`config.mk`:
```
export PLATFORM = sky130hd
export DESIGN_NAME = lc_inband_loop
export DESIGN_NICKNAME = d
export VERILOG_FILES = /design/src/lc_pkg.sv /design/src/lc_det_if.sv /design/src/lc_detector.sv /design/src/lc_inband_loop.sv
export VERILOG_INCLUDE_DIRS = /design/src
export SDC_FILE = /design/constraint.sdc
export NUM_CORES = 1
export LEC_CHECK = 0
export ABC_AREA = 1
export BUFFER_PORTS_ARGS = -buffer_cell sky130_fd_sc_hd__buf_4
export CELL_PAD_IN_SITES_DETAIL_PLACEMENT = 1
export CELL_PAD_IN_SITES_GLOBAL_PLACEMENT = 2
export CORE_ASPECT_RATIO = 1.2
export CORE_MARGIN = 2
export CORE_UTILIZATION = 37
export CTS_CLUSTER_DIAMETER = 80
export DETAILED_ROUTE_END_ITERATION = 10
export PLACE_DENSITY = 0.82
export SETUP_SLACK_MARGIN = 0.3
export SYNTH_ARGS = -nofsm -noshare
export SYNTH_HDL_FRONTEND = slang
export SYNTH_HIERARCHICAL = 1
export SYNTH_SLANG_ARGS = --single-unit
export TNS_END_PERCENT = 10
```
`constraint.sdc`:
```
create_clock -name clock -period 10.1 [get_ports clock]
set_input_delay 2.02 -clock clock [delete_from_list [all_inputs] [get_ports clock]]
set_output_delay 2.02 -clock clock [all_outputs]
set_load 0.005 [all_outputs]
```
`src/lc_defs.svh`:
```
// Register offsets, field positions, reset values and timing counts of the in-band loop code block.
// Assumes inclusion by bare name from every file that needs these constants.
`ifndef LC_DEFS_SVH
`define LC_DEFS_SVH
`define LC_ADDR_CODE_LEN 8'h12
`define LC_ADDR_TX_PAT 8'h13
`define LC_ADDR_UP_PAT 8'h14
`define LC_ADDR_DOWN_PAT 8'h15
`define LC_TX_SEL_MSB 7
`define LC_TX_SEL_LSB 6
`define LC_UP_LEN_MSB 5
`define LC_UP_LEN_LSB 3
`define LC_DOWN_LEN_MSB 2
`define LC_DOWN_LEN_LSB 0
`define LC_REG_RESET 8'h00
`define LC_UNMAPPED_READ 8'h00
`define LC_INTEG_MS 48
`define LC_BIT_RATE_HZ 1544000
`define LC_INTEG_BITS (`LC_INTEG_MS * `LC_BIT_RATE_HZ / 1000)
`define LC_ERR_DIV 5
`endif

```
`src/lc_pkg.sv`:
```
// Types shared by the in-band loop code block.
// Assumes nothing beyond a SystemVerilog compiler.
package lc_pkg;
	typedef logic [7:0] lc_byte_t;
	typedef logic [2:0] lc_len_t;
	typedef logic [1:0] lc_tx_sel_t;
	typedef enum {LC_TX_PASS, LC_TX_SEND} lc_tx_state_t;
endpackage

```
`src/lc_det_if.sv`:
```
// Connection between the top module and one loop code detector.
// Assumes both ends run on the same clock.
`timescale 1ns/1ns
interface lc_det_if;
	import lc_pkg::*;
	logic bit_en;
	logic bit_val;
	lc_byte_t pattern;
	lc_len_t len_sel;
	logic detected;
	modport det(input bit_en, input bit_val, input pattern, input len_sel, output detected);
	modport ctl(output bit_en, output bit_val, output pattern, output len_sel, input detected);
endinterface

```
`src/lc_detector.sv`:
```
// One repeating loop code detector with error-tolerant integration.
// Assumes receive bits arrive with a one-cycle strobe on the module's own clock.
`timescale 1ns/1ns
`include "lc_defs.svh"
module lc_detector #(
	parameter int INTEG_BITS = `LC_INTEG_BITS
) (
	input wire logic clock,
	input wire logic rst,
	lc_det_if.det port
);
	import lc_pkg::*;
	localparam int ERR_LIMIT = INTEG_BITS / `LC_ERR_DIV;

	// True when the newest n bits of h are some rotation of pattern bits 7 down to 8-n.
	function automatic logic rot_match(input lc_byte_t h, input lc_byte_t p, input int n);
		logic any;
		logic ok;
		int k;
		any = 1'b0;
		for (int r = 0; r < 8; r++) begin
			ok = (r < n);
			for (int j = 0; j < 8; j++) begin
				if (j < n && r < n) begin
					k = (j + r >= n) ? j + r - n : j + r;
					if (h[n - 1 - j] != p[7 - k])
						ok = 1'b0;
				end
			end
			any = any | ok;
		end
		return any;
	endfunction

	lc_byte_t hist;
	logic [3:0] fill;
	logic [31:0] win_cnt;
	logic [31:0] err_cnt;
	logic detected;
	lc_byte_t next_hist;
	int len;
	logic good;
	logic win_end;

	assign next_hist = {hist[6:0], port.bit_val};
	assign len = int'(port.len_sel) + 1;
	// Each bit is judged on the last len bits; an error or an F bit spoils only len judgements. R9
	assign good = rot_match(next_hist, port.pattern, len) && (int'(fill) + 1 >= len);
	assign win_end = port.bit_en && (win_cnt == 32'(INTEG_BITS - 1));
	assign port.detected = detected;

	always_ff @(posedge clock) begin
		if (rst) begin
			hist <= 8'h00;
			fill <= 4'h0;
		end else if (port.bit_en) begin
			hist <= next_hist;
			if (fill != 4'h8)
				fill <= fill + 4'h1;
		end
	end

	always_ff @(posedge clock) begin
		if (rst) begin
			win_cnt <= 32'h00000000;
			err_cnt <= 32'h00000000;
			detected <= 1'b0;
		end else if (port.bit_en) begin
			if (win_end) begin
				// The flag follows the most recent full window, so it drops once the code goes away. R10
				detected <= (err_cnt + 32'(!good)) <= 32'(ERR_LIMIT);
				win_cnt <= 32'h00000000;
				err_cnt <= 32'h00000000;
			end else begin
				win_cnt <= win_cnt + 32'h00000001;
				err_cnt <= err_cnt + 32'(!good);
			end
		end
	end
endmodule

```
`src/lc_inband_loop.sv`:
```
// In-band loop code generator and loop-up and loop-down detectors with their registers.
// Assumes bit strobes, payload and F-bit slot marks come from framer logic on the same clock,
// and a byte-wide register port with one-cycle write and read strobes.
// Overview of operation
// software loads pattern and transmit length
// transmit select codes 5, 6, 7, 8 bits
// pattern bit 7 sent first
// send repeats while send enable set
// F bit replaces pattern every frame
// independent loop-up and loop-down detectors
// receive length field 000..111 means 1..8
// code length register field layout
// detect framed or unframed, tolerate errors
// integrate about 48 ms before reporting
// detection sets up and down status flags
// software polls flags until code ends
// transmit pattern register at its address
// loop-up pattern register at 0x14
// loop-down pattern register at 0x15
// send bits 7 down to 8-N, repeat
`timescale 1ns/1ns
`include "lc_defs.svh"
module lc_inband_loop #(
	parameter int INTEG_BITS = `LC_INTEG_BITS
) (
	input wire logic clock,
	input wire logic rst,
	input wire logic [7:0] addr,
	input wire logic wr_en,
	input wire logic rd_en,
	input wire lc_pkg::lc_byte_t wdata,
	output lc_pkg::lc_byte_t rdata,
	input wire logic loop_code_send_en,
	input wire logic fbit_insert_dis,
	input wire logic tx_bit_en,
	input wire logic tx_fbit_slot,
	input wire logic tx_fbit,
	input wire logic tx_payload,
	output logic tx_data,
	input wire logic rx_bit_en,
	input wire logic rx_data,
	output logic loop_up_detected,
	output logic loop_down_detected
);
	import lc_pkg::*;

	lc_byte_t code_length_control;
	lc_byte_t transmit_loop_pattern;
	lc_byte_t rx_up_pattern;
	lc_byte_t rx_down_pattern;
	lc_tx_state_t tx_state;
	logic [2:0] tx_idx;
	logic [2:0] tx_last;
	lc_tx_sel_t tx_sel;
	logic pat_bit;

	lc_det_if up_if();
	lc_det_if down_if();

	// Register writes; nothing in hardware alters these, so no set and clear contention exists.
	always_ff @(posedge clock) begin
		if (rst) begin
			code_length_control <= `LC_REG_RESET;
			transmit_loop_pattern <= `LC_REG_RESET;
			rx_up_pattern <= `LC_REG_RESET;
			rx_down_pattern <= `LC_REG_RESET;
		end else if (wr_en) begin
			if (addr == `LC_ADDR_CODE_LEN) begin
				code_length_control <= wdata;
			end else if (addr == `LC_ADDR_TX_PAT) begin
				transmit_loop_pattern <= wdata;
			end else if (addr == `LC_ADDR_UP_PAT) begin
				rx_up_pattern <= wdata;
			end else if (addr == `LC_ADDR_DOWN_PAT) begin
				rx_down_pattern <= wdata;
			end
		end
	end

	always_ff @(posedge clock) begin
		if (rst) begin
			rdata <= `LC_UNMAPPED_READ;
		end else if (rd_en) begin
			if (addr == `LC_ADDR_CODE_LEN) begin
				rdata <= code_length_control;
			end else if (addr == `LC_ADDR_TX_PAT) begin
				rdata <= transmit_loop_pattern;
			end else if (addr == `LC_ADDR_UP_PAT) begin
				rdata <= rx_up_pattern;
			end else if (addr == `LC_ADDR_DOWN_PAT) begin
				rdata <= rx_down_pattern;
			end else begin
				rdata <= `LC_UNMAPPED_READ;
			end
		end
	end

	// Shorter codes are sent through a longer length that holds them a whole number of times,
	// so software writes a 3-bit code twice into a 6-bit span.
	assign tx_sel = code_length_control[`LC_TX_SEL_MSB:`LC_TX_SEL_LSB];
	always_comb begin
		case (tx_sel)
			2'h0: tx_last = 3'h4;
			2'h1: tx_last = 3'h5;
			2'h2: tx_last = 3'h6;
			default: tx_last = 3'h7;
		endcase
	end
	assign pat_bit = transmit_loop_pattern[3'h7 - tx_idx];

	always_ff @(posedge clock) begin
		if (rst) begin
			tx_state <= LC_TX_PASS;
		end else if (tx_bit_en) begin
			case (tx_state)
				LC_TX_PASS: if (loop_code_send_en) tx_state <= LC_TX_SEND;
				LC_TX_SEND: if (!loop_code_send_en) tx_state <= LC_TX_PASS;
				default: tx_state <= LC_TX_PASS;
			endcase
		end
	end

	// The index keeps running under an F bit, so the pattern phase is overwritten, not delayed.
	always_ff @(posedge clock) begin
		if (rst) begin
			tx_idx <= 3'h0;
		end else if (tx_bit_en) begin
			if (!loop_code_send_en || tx_idx >= tx_last)
				tx_idx <= 3'h0;
			else
				tx_idx <= tx_idx + 3'h1;
		end
	end

	always_ff @(posedge clock) begin
		if (rst) begin
			tx_data <= 1'b0;
		end else if (tx_bit_en) begin
			if (tx_fbit_slot && !fbit_insert_dis)
				tx_data <= tx_fbit;
			else if (loop_code_send_en)
				tx_data <= pat_bit;
			else
				tx_data <= tx_payload;
		end
	end

	// Both detectors see the same receive stream but keep their own pattern and length. R6
	assign up_if.bit_en = rx_bit_en;
	assign up_if.bit_val = rx_data;
	assign up_if.pattern = rx_up_pattern;
	assign up_if.len_sel = code_length_control[`LC_UP_LEN_MSB:`LC_UP_LEN_LSB];
	assign down_if.bit_en = rx_bit_en;
	assign down_if.bit_val = rx_data;
	assign down_if.pattern = rx_down_pattern;
	assign down_if.len_sel = code_length_control[`LC_DOWN_LEN_MSB:`LC_DOWN_LEN_LSB];

	lc_detector #(.INTEG_BITS(INTEG_BITS)) u_up (.clock(clock), .rst(rst), .port(up_if.det));
	lc_detector #(.INTEG_BITS(INTEG_BITS)) u_down (.clock(clock), .rst(rst), .port(down_if.det));

	always_ff @(posedge clock) begin
		if (rst) begin
			loop_up_detected <= 1'b0;
			loop_down_detected <= 1'b0;
		end else begin
			loop_up_detected <= up_if.detected;
			loop_down_detected <= down_if.detected;
		end
	end
endmodule

```
# [After elaboration in Yosys (flattened, before gate mapping)]
# Cells that the tools add are included.
[totals] mem_bits_rw=0 latch_bits=0 mem_count=0 regBits=198 word_cells=873 mem_bits_ro=0 output_inout_bits=11
[classes] n_eq_ne=138 order_cmp=98 n_mux=438 mul=0 bitwise_logic=17 shifts=0 reduce_logical=75 n_div=0 add_sub_neg=88
[op_table] op="$lt 32x5->1 const B" count=46
[op_table] op="$sub 4x32->32 const A" count=38
[op_table] op="$mux 32" count=34
[op_table] op="$ge 5x32->1 const A" count=14
[op_table] op="$sub 5x32->32 const A" count=14
[op_table] op="$mux 1" count=351
[op_table] op="$ge 4x32->1 const A" count=8
[op_table] op="$lt 4x32->1 const A" count=8
[op_table] op="$sub 32x4->32 const B" count=8
[op_table] op="$bmux 1 s3" count=47
[op_table] op="$ge 3x32->1 const A" count=4
[op_table] op="$lt 3x32->1 const A" count=4
[op_table] op="$ne 1x1->1" count=128
[op_table] op="$sub 3x32->32 const A" count=4
[op_table] op="$sub 32x2->32 const B" count=4
[op_table] op="$sub 32x3->32 const B" count=4
[op_table] op="$add 32x1->32" count=2
[op_table] op="$add 32x1->32 const B" count=2
[op_table] op="$eq 32x17->1 const B" count=2
[op_table] op="$ge 1x32->1 const A" count=2
[op_table] op="$ge 2x32->1 const A" count=2
[op_table] op="$ge 32x32->1" count=2
[op_table] op="$le 32x14->1 const B" count=2
[op_table] op="$lt 1x32->1 const A" count=2
[op_table] op="27 further kinds" count=122

# [Logic depth before layout (Yosys ltp)]
[depth] depth_word=35 depth_mapped=41 ltp_nobuf=40

# [By module]
# Netlist, hierarchy kept.
[modules_own_cells] mod="lc_detector (u_down)" cells_per_inst=1307 n_inst=1 area_per_inst_um2=7642.3 seq_area_each_um2=1521.5
[modules_own_cells] mod="lc_detector (u_up)" cells_per_inst=1247 n_inst=1 area_per_inst_um2=7138.1 seq_area_each_um2=1521.5
[modules_own_cells] mod="lc_inband_loop" cells_per_inst=296 n_inst=1 area_per_inst_um2=2180.8 seq_area_each_um2=920.9

# [Worst setup path before layout]
# No wires, ideal clock.
[synth_timing] path_kind="input to register" start="input port rx_data" end="register u_up.detected (netlist: u_up/port.detected)" arrival_time_ns=4.913 t_required_ns=10.042 path_stages=32 setup_slack_ns=5.128 path_cell_list="inv_1 nand2_1 nand2_1 nand2_1 nand3_1 nand2_2 inv_2 nand2_1 nand3_1 nand2_1 nand2_1 nand2_1 inv_1 nand2_1 nand2_1 nor2_1 nand2_1 nand2_1 ha_1 ha_1 nand2_1 nor2_1 nand2_1 nor2_2 nand2_1 nor2_2 nand2_1 xnor2_1 or2_2 nor2_1 nand3_1 nand2_1"
[synth_between] elab_chain_len=31
[synth_lines] item="from (decl)" line="lc_inband_loop.sv:41" source="input wire logic rx_data,"
[synth_lines] item="$bmux 1 s3" line="lc_detector.sv:26" source="if (h[n - 1 - j] != p[7 - k])"
[synth_lines] item="$mux 1 (not written as such) (2 in series)" line="lc_detector.sv:26"
[synth_lines] item="$ne 1x1->1" line="lc_detector.sv:26"
[synth_lines] item="$mux 1" line="lc_detector.sv:26"
[synth_lines] item="$mux 1" line="lc_detector.sv:24" source="if (j < n && r < n) begin"
[synth_lines] item="$mux 1" line="lc_detector.sv:26"
[synth_lines] item="$mux 1" line="lc_detector.sv:24"
[synth_lines] item="$mux 1" line="lc_detector.sv:26"
[synth_lines] item="(+9 left out)"
[synth_lines] item="$mux 1" line="lc_detector.sv:26"
[synth_lines] item="$mux 1" line="lc_detector.sv:24"
[synth_lines] item="$or 1x1->1 (6 in series)" line="lc_detector.sv:30" source="any = any | ok;"
[synth_lines] item="$or 1x1->1 (*)" line="lc_detector.sv:30"
[synth_lines] item="$logic_and 1x1->1 (*)" line="lc_detector.sv:48" source="assign good = rot_match(next_hist, port.pattern, len) && (int'(fill) + 1 >= len);"
[synth_lines] item="$logic_not 1->1 (*)" line="lc_detector.sv:71" source="detected <= (err_cnt + 32'(!good)) <= 32'(ERR_LIMIT);"
[synth_lines] item="$add 32x1->32 (*)" line="lc_detector.sv:71"
[synth_lines] item="$le 32x14->1 (*)" line="lc_detector.sv:71"
[synth_lines] item="to (signal assigned)" line="lc_detector.sv:71"
[synth_lines] item="to (decl)" line="lc_detector.sv:39" source="logic detected;"
# Mark *: on every way between the ends. The rest lies on a longest branch, timed or not. The select of a mux whose other input is x is not followed.
# A chain may end at the register's enable or synchronous reset.

# [Worst setup path after layout]
[layout_timing] start="register code_length_control[1]" end="register u_down.detected (netlist: u_down/port.detected)"
[layout_between] elab_chain_len=35
[layout_lines] item="from (decl)" line="lc_inband_loop.sv:47" source="lc_byte_t code_length_control;"
[layout_lines] item="from (signal assigned)" line="lc_inband_loop.sv:63" source="code_length_control <= `LC_REG_RESET;"
[layout_lines] item="from (signal assigned)" line="lc_inband_loop.sv:69" source="code_length_control <= wdata;"
[layout_lines] item="$add 3x1->4 (*)" line="lc_detector.sv:46" source="assign len = int'(port.len_sel) + 1;"
[layout_lines] item="$sub 1x32->32 (tied with other cells)" line="lc_detector.sv:25" source="k = (j + r >= n) ? j + r - n : j + r;"
[layout_lines] item="$mux 32" line="lc_detector.sv:25"
[layout_lines] item="$sub 4x32->32" line="lc_detector.sv:26"
[layout_lines] item="$bmux 1 s3" line="lc_detector.sv:26"
[layout_lines] item="$mux 1 (not written as such) (2 in series)" line="lc_detector.sv:26"
[layout_lines] item="$ne 1x1->1" line="lc_detector.sv:26"
[layout_lines] item="$mux 1" line="lc_detector.sv:26"
[layout_lines] item="(+12 left out)"
[layout_lines] item="$mux 1" line="lc_detector.sv:24"
[layout_lines] item="$mux 1" line="lc_detector.sv:26"
[layout_lines] item="$mux 1" line="lc_detector.sv:24"
[layout_lines] item="$or 1x1->1 (7 in series)" line="lc_detector.sv:30"
[layout_lines] item="$logic_and 1x1->1 (*)" line="lc_detector.sv:48"
[layout_lines] item="$logic_not 1->1 (*)" line="lc_detector.sv:71"
[layout_lines] item="$add 32x1->32 (*)" line="lc_detector.sv:71"
[layout_lines] item="$le 32x14->1 (*)" line="lc_detector.sv:71"
[layout_lines] item="to (signal assigned)" line="lc_detector.sv:71"
[layout_lines] item="to (decl)" line="lc_detector.sv:39"
# Marked as above.

==> metrics.md <==
| Metric | Value |
|---|---|
| Initial antenna violation count | 1 |
| Synthesized area per cell | 5.95 um^2 |
| Worst setup path endpoint | u_down/port.detected |
| Cell taking the most area after synthesis | dfxtp_1 |
| Tcrit/Tclk final | 0.651 |
| Post-synth EDFFs | 0 |
| Syn Std Cell Area | around 17000 um^2 |
| Setup bufs post-CTS | 0 |
| #FFs+latches synth | 198 |
| Fill count | just over 6k |
| Hold-fix buffers at CTS | 0 |
| P_leak | ~7.6 nW |
| Worst skew pair latency | 450 ps |
| Fin area | ~18000 um^2 |
| Post-synth ARST share | 0 |
| Die Ht | 239 um |
| Worst R2R Path Depth | 37 |
| Grt ovf | 0 |
| Critical Path AT | 6970 ps |
| GR Layer Usage met1 | 0.322 |
| Commonest cells in the netlist | nand2_1 (906), nand3_1 (334), inv_1 (276) |
| Most common cell on crit path | nand2_1 |
| DP HPWL | 49100 um |
| Final Critical Period | about 6600 ps |
| Die ar. | 47600 um^2 |
| Top cell type's share of synthesized area | 0.234 |
| Setup Skew | 8.26 ps |
| Pwr dens | 96.8 nW/um^2 |
| CTS buffer count | 17 |
| M2 GR Usage | 0.482 |
| Fmax | 0.152 GHz |
| Initial Util | 0.376 |
| Critical path launch point type | flip-flop |
| Routed Antenna Nets | 0 |
| DR vias/cell | 5.31 |
| Worst EP required | 10500 ps |
| Syn Inst Count | 2850 |
| Final Hold Viols | 0 |
| Worst Tran Pin Value | 998 ps |
| Reg-to-Reg End | u_down/port.detected |
| Drt total wl | 62600 um |
| Clk root buf | clkbuf_16 |
| Setup crit end kind | flip-flop |
| Core ar. | around 45000 um^2 |
| H-tree levels | 4 |
| DRC viols | 0 |
| Levels on crit path | 37 |
| CTS tree | yes |
| Max Cap Viol | 0 |
| Post-synthesis cell type count | 55 |
| Number of global-route vias before repair | 18.8k |
| Gates resized, CTS repair | 0 |
| Worst reg2reg startpoint | code_length_control[1] |
| Final Power | 1.76 mW |
| Syn Nets | 2918 |
| Delay-heaviest family, CP | simple AND/OR/NAND/NOR gates |
| Buffers and inverters on the worst path | 4 |
| R2R Setup Slk | 3520 ps |
| HP Class | flip-flop to flip-flop |
| First-pass GRT wire length | ~100000 um |
| Vias | 18.4k |
| Peak supply drop | roughly 120 uV |
| Dominant cells by area after synthesis | dfxtp_1 (23%), nand2_1 (20%), nand3_1 (9.9%) |
| Top_reg_cell synth | dfxtp_1 |
| Crit path max fanout | 24 |
| Wire length per cell | roughly 18 um |
| Kind of critical path | flip-flop to flip-flop |
| Met3 Use GR | 0.0312 |
| GPL Wtd Cong | a little under 1 |
| Critical path origin | code_length_control[1] |
| Seq/Total Area, Yosys | 0.234 |
| Hold Slack | 471 ps |
| Die W | 199 um |
| Final Util | 0.404 |
| Hold Path Depth | 2 |
| Final setup violation count | 0 |
| RSZ-0062 raised after global routing | false |
| Top-count cell post-synth | nand2_1 |
| Total track usage | 0.265 |
| GRT busiest layer | met2 |
| IO Count | 39 |
| CP peak stage delay | 890 ps |
| IO buf count | 38 |
| Worst-path clk slew | roughly 70 ps |
| Setup_tns | 0 ps |
| Max clock buf depth | 2 |
| Area Overhead vs Synth | 7.46% |
| Clock Sinks | around 200 |
| Slew Limit Fails | 0 |
| Fin nets | around 2.9k |
| Placed inst area | 17600 um^2 |
| DR pass1 iterations | 7 |
| Starting DRT DRC Count | 807 |
| Slew margin rel. | 0.334 |
| Slowest-stage cell, CP | ha_1 |
| Synth warnings | 6 |
| Site Rows | 85 |
| Largest net degree at the start of global routing | 52 |
| Status | completed |
| Antenna Cells | 0 |
| Share of cells above drive strength 1 | 0.0884 |
[cells in the final DEF (no fill, tap or decap), types with 5 or more instances in the layout]
master / n
o21ai_1: 35
o21a_1: 12
nand3_1: 334
nor2_1: 271
nor3_1: 77
a2bb2oi_1: 5
a21oi_1: 155
nand2_2: 48
nand2_8: 5
ha_1: 40
nand4_1: 33
o21ai_0: 97
o211ai_1: 5
nand3_4: 5
a211oi_1: 5
buf_4: 42
xnor2_1: 22
nand2_1: 906
o22ai_1: 6
a21boi_0: 5
nor4_1: 18
nand3b_1: 12
nor2_4: 9
clkinvlp_4: 5
nand3_2: 12
dfxtp_1: 198
nor3_2: 6
inv_1: 276
bufinv_16: 5
nor2_2: 12
nand2_4: 22
clkbuf_16: 17
a22oi_1: 7
inv_2: 36
xor2_1: 64
or2_2: 6
[sequential cells by signal (all words and copies together) (netlist names), 7 cells and up]
register,count
rdata,8
u_down/hist,7
u_up/win_cnt,32
down_if.pattern,8
u_down/err_cnt,32
u_down/win_cnt,32
u_up/hist,7
u_up/err_cnt,32
rx_up_pattern,8
transmit_loop_pattern,8
code_length_control,8
[final cells by class]
class | count | area, um^2 | share of cell area
clock buffer | 18 | 429 | 0.0235
clock inverter | 14 | 221 | 0.0122
inverter | 315 | 1190 | 0.0654
multi-input combinational | 2264 | 11300 | 0.622
sequential | 198 | 3960 | 0.217
tap | 609 | 762 | 0.0418
timing repair buffer | 42 | 315 | 0.0173
[where the power goes]
group          switching, mW  internal, mW  leakage [nW]
Combinational          0.143        0.0608          5.75
Sequential            0.0108         0.791          1.60
Clock                  0.316         0.442         0.301
[kinds of logic after synthesis]
group | share of synthesized area
and+or+nand+nor | 0.482
buffers and inverters | 0.0976
AOI/OAI and AO/OA | 0.112
DFF | 0.234
xor gates and xnor gates | 0.0444
adders and majority gates | 0.0295
[metrics by stage]
stage          std cells  worst slack [ps]
3_5_place_dp        3428              3630
2_1_floorplan       2850              5130
3_3_place_gp        3428              3680
5_1_grt             3460              2840
6_report            3460              3520
4_1_cts             3460              3600
[worst min-delay path, cell delays in order, from the launching register on]
cell and delay (ps):
dfxtp_1 310, nand2_1 60, a21oi_1 50
[how the worst min path moves through the flow]
stage                    startpoint            endpoint  slack [ps]
3_5_place_dp     u_up/port.detected  u_up/port.detected         460
2_1_floorplan  u_down/port.detected  loop_down_detected         400
3_3_place_gp     u_up/port.detected  u_up/port.detected         450
6_report         u_down/err_cnt[16]  u_down/err_cnt[16]         470
4_1_cts          u_up/port.detected  u_up/port.detected         470
5_1_grt          u_down/err_cnt[12]  u_down/err_cnt[12]         490
[routing by layer]
layer  wire (um)  share of wire
met3        1950          0.031
met5          11        0.00018
met4        1750          0.028
met2       31400           0.50
met1       27500           0.44
Note: power is estimated with default switching activity, not from simulation.
